File: src/rac_pkg.sv
package rac_pkg;
    // ----------------------------------------
    // apb register byte addresses
    // ----------------------------------------
    localparam logic [7:0] ADDR_INDIRECT_ADDR = 8'h00;
    localparam logic [7:0] ADDR_INDIRECT_DATA = 8'h04;
    localparam logic [7:0] ADDR_IRQ_STATUS = 8'h08;
    localparam logic [7:0] ADDR_IRQ_MASK = 8'h0C;
    // ----------------------------------------
    // indirect register map
    // ----------------------------------------
    localparam logic [7:0] IND_SNAP0 = 8'h00;
    localparam logic [7:0] IND_SNAP3 = 8'h03;
    localparam logic [7:0] IND_MATCH0 = 8'h08;
    localparam logic [7:0] IND_MATCH3 = 8'h0B;
    localparam logic [7:0] IND_CONTROL = 8'h04;
    localparam logic [7:0] IND_XTAL_CFG = 8'h05;
    // ----------------------------------------
    // control and crystal config fields
    // ----------------------------------------
    localparam int CTL_ALARM_EN = 0;
    localparam int CTL_AUTO_RST = 1;
    localparam int CTL_CAPTURE = 2;
    localparam int CTL_RUN = 3;
    localparam int CTL_ROUTE_RST = 4;
    localparam int CTL_ROUTE_WAKE = 5;
    localparam int XCF_AUTO_STEP = 4;
    localparam int XCF_SETTLED = 7;
    localparam logic [7:0] CTL_RESET = 8'h08;
    localparam logic [3:0] CAP_MIN = 4'h0;
    // ----------------------------------------
    // interrupt status bits
    // ----------------------------------------
    localparam int IRQ_ALARM = 0;
    localparam int IRQ_SETTLED = 1;
    localparam int IRQ_W = 2;
    // ----------------------------------------
    // cap stepping interval
    // ----------------------------------------
    localparam int STEP_NS = 1000;
    localparam int CLK_NS = 10;
    localparam int STEP_CYC = STEP_NS / CLK_NS;
    localparam logic [7:0] STEP_LAST = 8'(STEP_CYC - 1);
    // ----------------------------------------
    // stepper states
    // ----------------------------------------
    typedef enum logic [2:0] {
        ST_IDLE = 3'b001,
        ST_STEP = 3'b010,
        ST_DONE = 3'b100
    } rac_step_t;
endpackage : rac_pkg

File: src/rac_top.sv
`timescale 1ns/1ns
`default_nettype none
// How it works
// RULE1: indirect address steps after each snapshot or match byte access, always.
// RULE2: software loads start address once, then data writes with idle gaps.
// RULE3: sixteen load capacitance codes held in a four bit config field.
// RULE4: auto stepping starts at smallest code and rises to the final code.
// RULE5: settled flag goes high once applied code equals final code.
// RULE6: alarm fires only when full 32 bit timer equals match value.
// RULE7: auto reset clears timer one cycle after alarm event.
// RULE8: alarm event can reset, wake or interrupt the processor.
// RULE9: software disables alarm, writes match, then enables alarm.
// RULE10: writing alarm enable to zero clears the alarm event flag.
// RULE11: without auto reset, re-enabling gives next alarm after full wrap.
// RULE12: alarm event flag lasts at most one clock cycle.
module rac_top
    import rac_pkg::*;
(
    input wire logic CLOCK_IN, // block clock
    input wire logic RST_B_IN, // async reset, low
    input wire logic PSEL_IN, // apb select
    input wire logic PENABLE_IN, // apb enable
    input wire logic PWRITE_IN, // apb direction
    input wire logic [7:0] PADDR_IN, // apb byte address
    input wire logic [31:0] PWDATA_IN, // apb write data
    output logic [31:0] PRDATA_OUT, // apb read data
    output logic PREADY_OUT, // apb ready
    output logic PSLVERR_OUT, // apb error
    output logic [3:0] LOAD_CAP_CODE_OUT, // applied cap code
    output logic ALARM_EVENT_FLAG_OUT, // one cycle alarm
    output logic ALARM_RESET_OUT, // alarm routed to reset
    output logic ALARM_WAKE_OUT, // alarm routed to wake
    output logic IRQ_OUT // level interrupt
);
    import rac_pkg::*;

    // ----------------------------------------
    // state
    // ----------------------------------------
    logic [7:0] ind_addr_q, ind_addr_d;
    logic [7:0] ctl_q, ctl_d;
    logic [4:0] xcf_q, xcf_d; // [3:0] final code, [4] auto step
    logic [31:0] timer_q, timer_d;
    logic [31:0] snap_q, snap_d;
    logic [31:0] match_q, match_d;
    logic alarm_q, alarm_d;
    logic clr_pend_q, clr_pend_d;
    logic [3:0] cap_q, cap_d;
    logic [7:0] tick_q, tick_d;
    rac_step_t st_q, st_d;
    logic [IRQ_W-1:0] sts_q, sts_d, msk_q, msk_d;
    logic [31:0] rdata_q, rdata_d;
    logic settled;
    logic hit;

    wire logic acc = PSEL_IN && PENABLE_IN;
    wire logic wr = acc && PWRITE_IN;
    wire logic data_acc = acc && PADDR_IN == ADDR_INDIRECT_DATA;
    wire logic ind_wr = wr && PADDR_IN == ADDR_INDIRECT_DATA;
    wire logic [7:0] wbyte = PWDATA_IN[7:0];
    wire logic in_snap = ind_addr_q >= IND_SNAP0 && ind_addr_q <= IND_SNAP3;
    wire logic in_match = ind_addr_q >= IND_MATCH0 && ind_addr_q <= IND_MATCH3;
    wire logic [1:0] bsel = ind_addr_q[1:0];
    wire logic known = PADDR_IN == ADDR_INDIRECT_ADDR || PADDR_IN == ADDR_INDIRECT_DATA
        || PADDR_IN == ADDR_IRQ_STATUS || PADDR_IN == ADDR_IRQ_MASK;

    // zero wait states; unmapped addresses answer with an error
    assign PREADY_OUT = 1'b1;
    assign PSLVERR_OUT = acc && !known;
    assign PRDATA_OUT = rdata_q;

    // ----------------------------------------
    // indirect port and registers
    // ----------------------------------------
    // one process for software-visible state; hardware events win over clears
    always_comb begin
        ind_addr_d = ind_addr_q;
        ctl_d = ctl_q;
        xcf_d = xcf_q;
        snap_d = snap_q;
        match_d = match_q;
        msk_d = msk_q;
        sts_d = sts_q;
        rdata_d = rdata_q;
        if (wr && PADDR_IN == ADDR_INDIRECT_ADDR) begin
            ind_addr_d = wbyte;
        end
        if (wr && PADDR_IN == ADDR_IRQ_MASK) begin
            msk_d = PWDATA_IN[IRQ_W-1:0];
        end
        if (wr && PADDR_IN == ADDR_IRQ_STATUS) begin
            sts_d = sts_q & ~PWDATA_IN[IRQ_W-1:0];
        end
        if (ind_wr) begin
            if (in_match) begin
                match_d[bsel*8 +: 8] = wbyte;
            end else if (ind_addr_q == IND_CONTROL) begin
                ctl_d = wbyte;
                ctl_d[CTL_CAPTURE] = 1'b0; // capture is a strobe
            end else if (ind_addr_q == IND_XTAL_CFG) begin
                xcf_d = wbyte[4:0]; // RULE3
            end
        end
        if (ind_wr && ind_addr_q == IND_CONTROL && wbyte[CTL_CAPTURE]) begin
            snap_d = timer_q;
        end
        // auto-advance cannot be turned off
        if (data_acc && (in_snap || in_match)) begin
            ind_addr_d = ind_addr_q + 8'h01; // RULE1
        end
        // read data is registered in the setup cycle so it stands through the access
        if (PSEL_IN && !PENABLE_IN && !PWRITE_IN) begin
            unique case (PADDR_IN)
                ADDR_INDIRECT_ADDR: rdata_d = {24'h000000, ind_addr_q};
                ADDR_IRQ_STATUS: rdata_d = {30'h00000000, sts_q};
                ADDR_IRQ_MASK: rdata_d = {30'h00000000, msk_q};
                ADDR_INDIRECT_DATA: begin
                    if (in_snap) begin
                        rdata_d = {24'h000000, snap_q[bsel*8 +: 8]};
                    end else if (in_match) begin
                        rdata_d = {24'h000000, match_q[bsel*8 +: 8]};
                    end else if (ind_addr_q == IND_CONTROL) begin
                        rdata_d = {24'h000000, ctl_q};
                    end else if (ind_addr_q == IND_XTAL_CFG) begin
                        rdata_d = {24'h000000, settled, 2'b00, xcf_q}; // RULE5
                    end else begin
                        rdata_d = 32'h00000000;
                    end
                end
                default: rdata_d = 32'h00000000;
            endcase
        end
        // sticky event bits, set beats a same-cycle clear
        if (hit) begin
            sts_d[IRQ_ALARM] = 1'b1;
        end
        if (st_q != ST_DONE && st_d == ST_DONE && cap_d == xcf_q[3:0]) begin // RULE5
            sts_d[IRQ_SETTLED] = 1'b1;
        end
    end

    always_ff @(posedge CLOCK_IN or negedge RST_B_IN) begin
        if (!RST_B_IN) begin
            ind_addr_q <= 8'h00;
            ctl_q <= CTL_RESET;
            xcf_q <= 5'h00;
            snap_q <= 32'h00000000;
            match_q <= 32'h00000000;
            msk_q <= '0;
            sts_q <= '0;
            rdata_q <= 32'h00000000;
        end else begin
            ind_addr_q <= ind_addr_d;
            ctl_q <= ctl_d;
            xcf_q <= xcf_d;
            snap_q <= snap_d;
            match_q <= match_d;
            msk_q <= msk_d;
            sts_q <= sts_d;
            rdata_q <= rdata_d;
        end
    end

    // ----------------------------------------
    // timer and alarm
    // ----------------------------------------
    // equality only; without auto reset, a re-enable with same match waits for the timer to wrap
    assign hit = ctl_q[CTL_ALARM_EN] && timer_q == match_q && !alarm_q; // RULE6 RULE11

    always_comb begin
        timer_d = timer_q;
        if (ctl_q[CTL_RUN]) begin
            timer_d = timer_q + 32'h00000001;
        end
        if (clr_pend_q) begin
            timer_d = 32'h00000000; // RULE7
        end
        clr_pend_d = hit && ctl_q[CTL_AUTO_RST];
        // flag lasts one cycle and dies when enable is written low
        alarm_d = hit; // RULE12
        if (!ctl_d[CTL_ALARM_EN]) begin
            alarm_d = 1'b0; // RULE10
        end
    end

    always_ff @(posedge CLOCK_IN or negedge RST_B_IN) begin
        if (!RST_B_IN) begin
            timer_q <= 32'h00000000;
            clr_pend_q <= 1'b0;
            alarm_q <= 1'b0;
        end else begin
            timer_q <= timer_d;
            clr_pend_q <= clr_pend_d;
            alarm_q <= alarm_d;
        end
    end

    // alarm routing to reset, wake and interrupt
    assign ALARM_EVENT_FLAG_OUT = alarm_q;
    assign ALARM_RESET_OUT = alarm_q && ctl_q[CTL_ROUTE_RST]; // RULE8
    assign ALARM_WAKE_OUT = alarm_q && ctl_q[CTL_ROUTE_WAKE]; // RULE8
    assign IRQ_OUT = |(sts_q & msk_q); // RULE8

    // ----------------------------------------
    // load capacitance stepper
    // ----------------------------------------
    // slow ramp keeps the crystal starting fast on low load
    always_comb begin
        st_d = st_q;
        cap_d = cap_q;
        tick_d = tick_q;
        unique case (st_q)
            ST_IDLE: begin
                cap_d = xcf_q[XCF_AUTO_STEP] ? CAP_MIN : xcf_q[3:0]; // RULE4
                tick_d = 8'h00;
                st_d = xcf_q[XCF_AUTO_STEP] ? ST_STEP : ST_DONE;
            end
            ST_STEP: begin
                if (cap_q >= xcf_q[3:0]) begin
                    st_d = ST_DONE;
                end else if (tick_q == STEP_LAST) begin
                    tick_d = 8'h00;
                    cap_d = cap_q + 4'h1; // RULE4
                end else begin
                    tick_d = tick_q + 8'h01;
                end
            end
            ST_DONE: begin
                // a new final code or mode restarts the ramp
                if (ind_wr && ind_addr_q == IND_XTAL_CFG) begin
                    st_d = ST_IDLE;
                end
            end
            default: st_d = ST_IDLE;
        endcase
    end

    assign settled = st_q == ST_DONE && cap_q == xcf_q[3:0]; // RULE5
    assign LOAD_CAP_CODE_OUT = cap_q;

    always_ff @(posedge CLOCK_IN or negedge RST_B_IN) begin
        if (!RST_B_IN) begin
            st_q <= ST_IDLE;
            cap_q <= CAP_MIN;
            tick_q <= 8'h00;
        end else begin
            st_q <= st_d;
            cap_q <= cap_d;
            tick_q <= tick_d;
        end
    end
endmodule : rac_top
`default_nettype wire

File: config.mk
export PLATFORM = sky130hd
export DESIGN_NAME = rac_top
export DESIGN_NICKNAME = d
export VERILOG_FILES = /design/src/rac_pkg.sv /design/src/rac_top.sv
export SDC_FILE = /design/constraint.sdc
export NUM_CORES = 1
export LEC_CHECK = 0
export BUFFER_PORTS_ARGS = -buffer_cell sky130_fd_sc_hd__buf_2
export CELL_PAD_IN_SITES_DETAIL_PLACEMENT = 0
export CELL_PAD_IN_SITES_GLOBAL_PLACEMENT = 1
export CORE_MARGIN = 1
export CORE_UTILIZATION = 40
export DETAILED_ROUTE_END_ITERATION = 10
export GPL_ROUTABILITY_DRIVEN = 0
export PLACE_DENSITY = 0.77
export SETUP_SLACK_MARGIN = 0.05
export SYNTH_ARGS = -nofsm -noshare
export SYNTH_HDL_FRONTEND = slang
export SYNTH_SLANG_ARGS = --single-unit
File: constraint.sdc
create_clock -name CLOCK_IN -period 2.7 [get_ports CLOCK_IN]
set_clock_uncertainty 0.05 [all_clocks]
set_input_delay 0.27 -clock CLOCK_IN [delete_from_list [all_inputs] [get_ports CLOCK_IN]]
set_output_delay 0.27 -clock CLOCK_IN [all_outputs]
set_load 0.01 [all_outputs]
Word level (Yosys, flattened, before mapping)
Index checks and enable logic that the tools add are counted.

Flip-flop bits (word level): 169. Input bits: 45. Output and inout bits: 42. Word-level logic and storage cells: 121.

Add/subtract/negate cells: 5. Order comparisons: 5. Equal/unequal tests: 15. Shift operators: 4. Muxes and demuxes: 28. Bitwise operators: 5. Reduce and logical (&&, ||, !) cells: 43.

Operators by type and width (count): two-way mux 32 bit (2); two-way mux 8 bit (8); variable part select 32 x 6 -> 8 bit (2); negator 5 -> 34 bit (1); variable shift 8 x 34 -> 32 bit, first input constant (1); variable part select 8 x 34 -> 32 bit (1); adder 32 x 1 -> 32 bit, second input constant (1); bitwise mux 32 bit (1); equality test 32 bit (1); one-hot mux 8 bit (4 select lines) (1); equality test 8 x 3 -> 1 bit, second input constant (3); logical AND 1 bit (24); adder 8 x 1 -> 8 bit, second input constant (2); equality test 8 x 4 -> 1 bit, second input constant (2); one-hot mux 8 bit (2 select lines) (1); two-way mux 4 bit (3); nonzero test 2 bit (5); two-way mux 3 bit (3); one-hot mux 3 bit (3 select lines) (1); equality test 4 bit (2); equality test 8 x 7 -> 1 bit, second input constant (1); >= comparator 8 x 1 -> 1 bit, second input constant (1); >= comparator 8 x 4 -> 1 bit, second input constant (1); <= comparator 8 x 2 -> 1 bit, second input constant (1); 21 further kinds (36).

Logic depth before layout (Yosys ltp)
Gate-level depths: netlist (run 1).

Depth after elaboration: 10. Mapped depth: 10. Gate-level depth less buffers: 8.

Worst setup path before layout (run 1)
OpenSTA, ideal clock, no wires.

Path kind: register to register. From: register ind_addr_q[0]. To: register snap_q[26]. Library setup time: 0.125 ns. Arrival time: 2.413 ns. Data required time: 2.525 ns. Setup slack: 0.112 ns. Cell stages (with the launch flop): 10. Buffers on the path: 3. Period minus slack after synthesis: 2.588 ns. Cells stage by stage: dfrtp_1 -> buf_2 -> buf_2 -> inv_1 -> ha_1 -> nand3b_1 -> nor4_4 -> nand2_4 -> buf_4 -> mux2_4.

Longest elaborated chain between the ends: 3.

RTL lines: start, declared (line rac_top.sv:40) `logic [7:0] ind_addr_q, ind_addr_d;`; start signal, assigned (line rac_top.sv:153) `ind_addr_q <= ind_addr_d;`; equality test 8 x 3 -> 1 bit (line rac_top.sv:104) `if (ind_wr && ind_addr_q == IND_CONTROL && wbyte[CTL_CAPTURE]) begin`; logical AND 1 bit (2 in a row) (line rac_top.sv:104); end signal, assigned (line rac_top.sv:156) `snap_q <= snap_d;`; end, declared (line rac_top.sv:44) `logic [31:0] snap_q, snap_d;`.

Every way passes these cells. A chain may end at the register's enable or synchronous reset.

Worst setup path after layout (run 1)
From: register xcf_q[3]. To: register sts_q[1].

Longest elaborated chain between the ends: 7. Elaborated cells between the ends (all ways): 12. Those cells by class: order compare: 1; eq/ne: 2; mux: 6; reduce/logical: 3.

RTL lines: start, declared (line rac_top.sv:42) `logic [4:0] xcf_q, xcf_d;`; start signal, assigned (line rac_top.sv:146) `xcf_q <= 5'h00;`; start signal, assigned (line rac_top.sv:155) `xcf_q <= xcf_d;`; >= comparator 4 bit (line rac_top.sv:219) `if (cap_q >= xcf_q[3:0]) begin`; two-way mux 3 bit (line rac_top.sv:219); one-hot mux 3 bit (3 select lines) (line rac_top.sv:212) `unique case (st_q)`; equality test 3 bit (line rac_top.sv:137) `if (st_q != ST_DONE && st_d == ST_DONE && cap_d == xcf_q[3:0]) begin`; logical AND 1 bit (line rac_top.sv:137); logical AND 1 bit * (line rac_top.sv:137); two-way mux 1 bit / nonzero test 2 bit (equally long branches); end signal, assigned (line rac_top.sv:159) `sts_q <= sts_d;`; end, declared (line rac_top.sv:51) `logic [IRQ_W-1:0] sts_q, sts_d, msk_q, msk_d;`.

Mark *: on every way between the ends. The rest lies on a longest branch, timed or not.

==> metrics, run 1 <==
commonest non-fill, non-tap cells in the layout dfrtp_1, nand2_1, nor2_1; PD cells 520 nW/um^2; antenna-violating nets left 0; Tcrit/Tclk final 91.8%; sw frac 24.6%; TritonCTS buffer count 17; Tot GR Track Use 21.7%; Seq pwr share 46.0%; Switch Pwr 0.00118 W; first-pass iteration count of the detailed router 5; row count 51; post-synthesis sequential area ratio 45.0%; largest net degree at the start of global routing 62; layout cell share with drive strength beyond 1 21.3%; area delta synth->final 14.3%; setup bufs post-CTS 0; Worst Slack Setup Final 0.223 ns; initial antenna violation count 0; Fmax 0.404 GHz; clk slew on worst S/H paths 0.06 ns; DR vias 5979; max-cap viol count 0; Die X 144 um; via-per-instance ratio 5.30; Gate Count Post-Synth 794; Root Driver clkbuf_16; post-synthesis simple-gate area fraction 18.0%; overall die height 144 um; total clock sinks 145; Synth Area in XOR/XNOR 6.40%; Post-Syn Area 8070 sq um; htree depth 4; Tot Pwr 0.00480 W; multiplexer area fraction after synthesis 12.5%; drt first-iter violations 415; post-synthesis adder-cell area fraction 1.86%; commonest non-fill, non-tap cell in the layout dfrtp_1; Hold Crit Class input pin to register; Worst-Skew Late Latency 0.43 ns; worst slew pin tran 0.607 ns; largest family of logic cells by synthesized area simple AND/OR/NAND/NOR gates; first-pass GRT wire length 33.3 mm; Crit. End Element register; drt wl/cell 18.5 um; share of the synthesized area in the top cell type 44.3%; # diodes 0; Post-Place Setup Slack 0.231 ns; setup_tns 0 ns; CP startpoint kind register; Clk pwr share 48.3%; worst hold margin 0.115 ns; most used flip-flop cell after synthesis dfrtp_1; EDFF count, synth 0; Synth cell types 70; final max-slew violation count 0; Internal 0.00362 W; final setup vio count 0; Compound-Gate Fraction of Synth Area 11.2%; largest cells by area after synthesis dfrtp_1, nand2_1, mux2_4; Crit path required time 2.95 ns; total gr overflow 0; Max Fanout on Critical Path 5; #FFs+latches synth 145; Die ar. 20800 sq um; Final min period 2.48 ns; Core Region 19700 sq um; leakage power 4.34 nW; Gate power share 5.6%; clk buf depth 2; arrival time of the worst setup path 2.73 ns; Worst VDD drop 414 uV; Final Hold Vio Count 0; RSZ-0062 raised after global routing false; Starting Density 41.1%; Post-Route WL 20.9 mm; # nets final 907; Yosys warnings 0; DP Cell Count 1095; Synth Area per Inst 10.2 sq um; hpwl dp 14.9 mm; TritonCTS clock tree yes; io pins 87; status finished clean; fin cells 1128; IO buf count 37; cell accounting for the most synthesized area dfrtp_1; Slew headroom 59.5%; WS Path Type register to register; vias in the first global route 5859; async set-or-reset flop fraction in the synthesized netlist 100%; DRC 0
## sequential cells by signal (all words and copies together), names as in the netlist
name and flops:
match_q 32, snap_q 32, timer_q 32, PRDATA_OUT 8, ind_addr_q 8, tick_q 8, ctl_q 7, xcf_q 5
LOAD_CAP_CODE_OUT 4, st_q 3, msk_q 2, sts_q 2, ALARM_EVENT_FLAG_OUT 1, clr_pend_q 1
## cells in the mapped netlist (all sizes together) (3+ instances only)
library cell	number
a211oi	4
a21o	4
a21oi	21
a22oi	7
a31oi	8
and2	5
and3	8
and4	4
buf	36
clkbuf	25
dfrtp	143
ha	12
inv	16
mux2	44
mux2i	6
mux4	16
nand2	120
nand2b	8
nand3	20
nand3b	3
nand4	13
nor2	60
nor2b	7
nor3	10
nor3b	4
nor4	13
o21ai	60
o22ai	6
o31ai	6
or2	3
or3	9
xnor2	23
xor2	36
## power groups by stage
stage / clock network (W) / registers [W] / logic [W]
finish: 0.00232 / 0.00221 / 0.000271
global route: 0.00245 / 0.00221 / 0.000306
CTS: 0.00236 / 0.00221 / 0.000275
detailed placement: 0 / 0.00225 / 0.000272
global placement: 0 / 0.00225 / 0.000268
floorplan: 0 / 0.00225 / 0.000153
## critical path: stages (launching register included)
cell       delay [ns]
dfrtp_1          0.41
inv_1            0.12
ha_1             0.22
nor3_1           0.26
o21ai_1          0.26
a211oi_2         0.30
o21ai_1          0.13
a2111oi_2        0.47
o41ai_2          0.13
## final timing paths
check / from / end / slack (ns) / cells past startpoint
min: PWDATA_IN[2] / ind_addr_q[2] / 0.12 / 3
max: xcf_q[3] / sts_q[1] / 0.22 / 8
min in group asynchronous: RST_B_IN / st_q[1] / 0.30 / 2
max reg2reg: xcf_q[3] / sts_q[1] / 0.22 / 8
max in group asynchronous: RST_B_IN / timer_q[29] / 1.56 / 3
min reg2reg: tick_q[7] / tick_q[7] / 0.43 / 1
## what timing repair did
action,in CTS,in global routing
resized for setup,0,0
setup endpoints to repair,0,0
hold buffers,1,0
hold endpoints to repair,41,0
## cell type report
cell class	count	area [sq um]
clock buffer	19	453
clock inverter	13	126
fill	1893	10400
inverter	16	60.1
multi-input combinational	595	4120
sequential	145	3630
tap	265	332
timing repair buffer	75	504
## cell families after synthesis
group / count (synthesis)
other cells: 2
simple gates: 293
xor+xnor: 59
flops: 145
buf+inv: 77
fa+ha+maj: 12
compound gates: 140
mux: 66
## metal layers
| layer | wire, um | GRT usage (%) | part of all wire [%] |
|---|---|---|---|
| met5 | 0 | 0 | 0 |
| met4 | 325 | 6.61 | 1.6 |
| met3 | 1070 | 4.37 | 5.1 |
| met2 | 9630 | 34.1 | 46 |
| met1 | 9850 | 29.9 | 47 |
## per-stage QoR
step	cell area (sq um)	util, %
after global placement	8640	44.0
final	9230	47.0
after floorplan	8160	-
after detailed placement	8640	44.0
after global routing	9230	47.0
after CTS	9230	47.0
No activity file was read; power rests on OpenSTA's default activity.
==> inputs of run 2 (changes only) <==
--- a/config.mk
+++ b/config.mk
@@ -5,6 +5,7 @@
 export SDC_FILE = /design/constraint.sdc
 export NUM_CORES = 1
 export LEC_CHECK = 0
+export ABC_AREA = 0
 export BUFFER_PORTS_ARGS = -buffer_cell sky130_fd_sc_hd__buf_2
 export CELL_PAD_IN_SITES_DETAIL_PLACEMENT = 0
 export CELL_PAD_IN_SITES_GLOBAL_PLACEMENT = 1
@@ -12,8 +13,9 @@
 export CORE_UTILIZATION = 40
 export DETAILED_ROUTE_END_ITERATION = 10
 export GPL_ROUTABILITY_DRIVEN = 0
-export PLACE_DENSITY = 0.77
+export PLACE_DENSITY = 0.75
 export SETUP_SLACK_MARGIN = 0.05
+export SLEW_MARGIN = 5
 export SYNTH_ARGS = -nofsm -noshare
 export SYNTH_HDL_FRONTEND = slang
 export SYNTH_SLANG_ARGS = --single-unit
==> constraint.sdc (replaced) <==
create_clock -name CLOCK_IN -period 2.5 [get_ports CLOCK_IN]
set_clock_uncertainty 0.05 [all_clocks]
set_input_delay 0.25 -clock CLOCK_IN [delete_from_list [all_inputs] [get_ports CLOCK_IN]]
set_output_delay 0.25 -clock CLOCK_IN [all_outputs]
set_load 0.01 [all_outputs]
==> run 2 against run 1 <==
Combinational power up 8.9%; die area is the same; global-route usage is 0.32 points higher; non-clock buffer count is 12 higher; clock power rose by 22%; worst setup slack lost 0.050 ns; critical path type unchanged; critical endpoint is now PRDATA_OUT[3]; largest power group unchanged.
==> metrics, run 2 (synthesized netlist as in run 1, its figures left out) <==
status finished clean; final setup vio count 0 (unchanged); setup_tns 0 ns (unchanged); first-pass iteration count of the detailed router 5 (unchanged); Final min period 2.33 ns (-0.150 ns); CP startpoint kind register; largest net degree at the start of global routing 57 (-8.1%); crit path cell chain buf_4, mux4_2, mux2i_1, o22ai_1, a22oi_1, a21oi_1; # diodes 0 (unchanged); Slowest-stage cell, CP dfrtp_2; Largest regs match_q (32), snap_q (32), timer_q (32); area delta synth->final 17.0%; RSZ-0062 raised after global routing false; via-per-instance ratio 5.34 (+0.79%); met2 Usage GRT 32.8% (-1.3 points); Max Fanout on Critical Path 11 (+6); clk buf depth 2 (unchanged); DR vias 6085 (+1.8%); FF-to-FF setup slack 0.17 ns (-0.05 ns); hpwl dp 15.5 mm (+3.9%); commonest non-fill, non-tap cell in the layout dfrtp_1; overall die height 144 um (unchanged); htree depth 4 (unchanged); initial antenna violation count 0 (unchanged); vias in the first global route 5864 (+0.085%); grt peak-use layer met2; total gr overflow 0 (unchanged); first-pass GRT wire length 33.6 mm (+0.87%); row count 51 (unchanged); Crit. End Element register; Worst-Skew Late Latency 0.43 ns (about the same); arrival time of the worst setup path 2.59 ns (-0.14 ns); Worst VDD drop 435 uV (+5.1%); Post-Route WL 21.4 mm (+2.4%); commonest non-fill, non-tap cells in the layout dfrtp_1, nand2_1, nor2_1; drt wl/cell 18.8 um (+1.4%); Slew headroom 60.4% (+0.89 points); Final Hold Vio Count 0 (unchanged); Fmax 0.430 GHz (+6.5%); post-route cell area 9440 sq um (+2.3%); layout cell share with drive strength beyond 1 23.1% (+1.8 points); Die X 144 um (unchanged); PD cells 583 nW/um^2 (+12%); clk slew on worst S/H paths 0.06 ns (about the same); Core Region 19700 sq um (unchanged); GR Util met1 32.5% (+2.5 points); Hold Crit Class input pin to register; final max-slew violation count 0 (unchanged); drt first-iter violations 517 (+25%); Starting Density 41.1% (unchanged); # nets final 919 (+1.3%); Crit path required time 2.76 ns (-0.19 ns); Placed Area 8750 sq um (+1.3%); leakage power 4.44 nW (+2.4%); TritonCTS clock tree yes; Tcrit/Tclk final 93.1% (+1.3 points); max-cap viol count 0 (unchanged); TritonCTS buffer count 17 (unchanged); worst slew pin tran 0.589 ns (-0.0179 ns); Die ar. 20800 sq um (unchanged); DRC 0 (unchanged); io pins 87 (unchanged); total clock sinks 145 (unchanged); IO buf count 37 (unchanged); Root Driver clkbuf_16; antenna-violating nets left 0 (unchanged); max incr delay on CP 0.61 ns (+0.14 ns); Tot GR Track Use 22.0% (+0.32 points); WS Path Type register to register; grt met3 use 4.17% (-0.20 points)
[run 2: cell count changes in the layout (fill, tap and decap cells not counted), moves of 2 or more]
cell / delta
inv_1: -2
clkinv_2: -2
bufinv_16: +4
inv_6: -4
buf_4: +11
[run 2: area by class of cell]
type / instances / area [sq um]
Tap cell: 265 / 332
Clock buffer: 19 / 443
Multi-Input combinational cell: 595 / 4160
Inverter: 16 / 65.1
Fill cell: 1836 / 10200
Sequential cell: 145 / 3630
Timing Repair Buffer: 87 / 607
Clock inverter: 12 / 209
[run 2: per-layer routing]
layer / part of all wire, % / vias up
met5: 0 / -
met4: 1.2 / 0
met3: 5.4 / 22
met2: 44 / 171
met1: 49 / 2986
li1: - / 2906
[run 2: timing repair]
item,in CTS,in global routing
gates resized for setup,0,5
buffers inserted,0,1
endpoints found under the setup margin,0,2
endpoints found under the hold margin,35,0
hold buffers,1,0
[run 2: path summary, 6_finish.rpt]
kind | startpoint | to | depth (start not counted)
worst max-delay path | ind_addr_q[0] | PRDATA_OUT[3] | 6
worst min-delay path | PWDATA_IN[2] | ind_addr_q[2] | 3
worst max register to register | ind_addr_q[0] | PRDATA_OUT[3] | 6
worst min register to register | tick_q[7] | tick_q[7] | 1
max in group asynchronous | RST_B_IN | ind_addr_q[7] | 3
min in group asynchronous | RST_B_IN | LOAD_CAP_CODE_OUT[1] | 2
[run 2: critical path, delay by kind of cell (launching register included)]
kind	cells	cell delay, ns
AO/OA/AOI/OAI	3	0.45
buffers and inverters	1	0.26
flip-flops	1	0.61
multiplexers	2	0.82
[run 2: stage by stage]
step                power [W]  worst slack (ns)  utilization [%]  cells  hold WS [ns]
floorplan             0.00261            0.0507                -    817       -0.0956
global placement      0.00273             0.140             44.5   1106         0.148
detailed placement    0.00273            0.0585             44.5   1106         0.150
CTS                   0.00555            0.0598             47.9   1138        0.0874
global route          0.00570            0.0550             48.0   1139        0.0956
finish                0.00551             0.173             48.0   1139         0.105
[run 2: report_power, final]
| part | total (W) | switching, W | internal [W] |
|---|---|---|---|
| registers | 0.00239 | 0.0000202 | 0.00237 |
| clock network | 0.00282 | 0.00103 | 0.00180 |
| logic | 0.000295 | 0.000194 | 0.000101 |
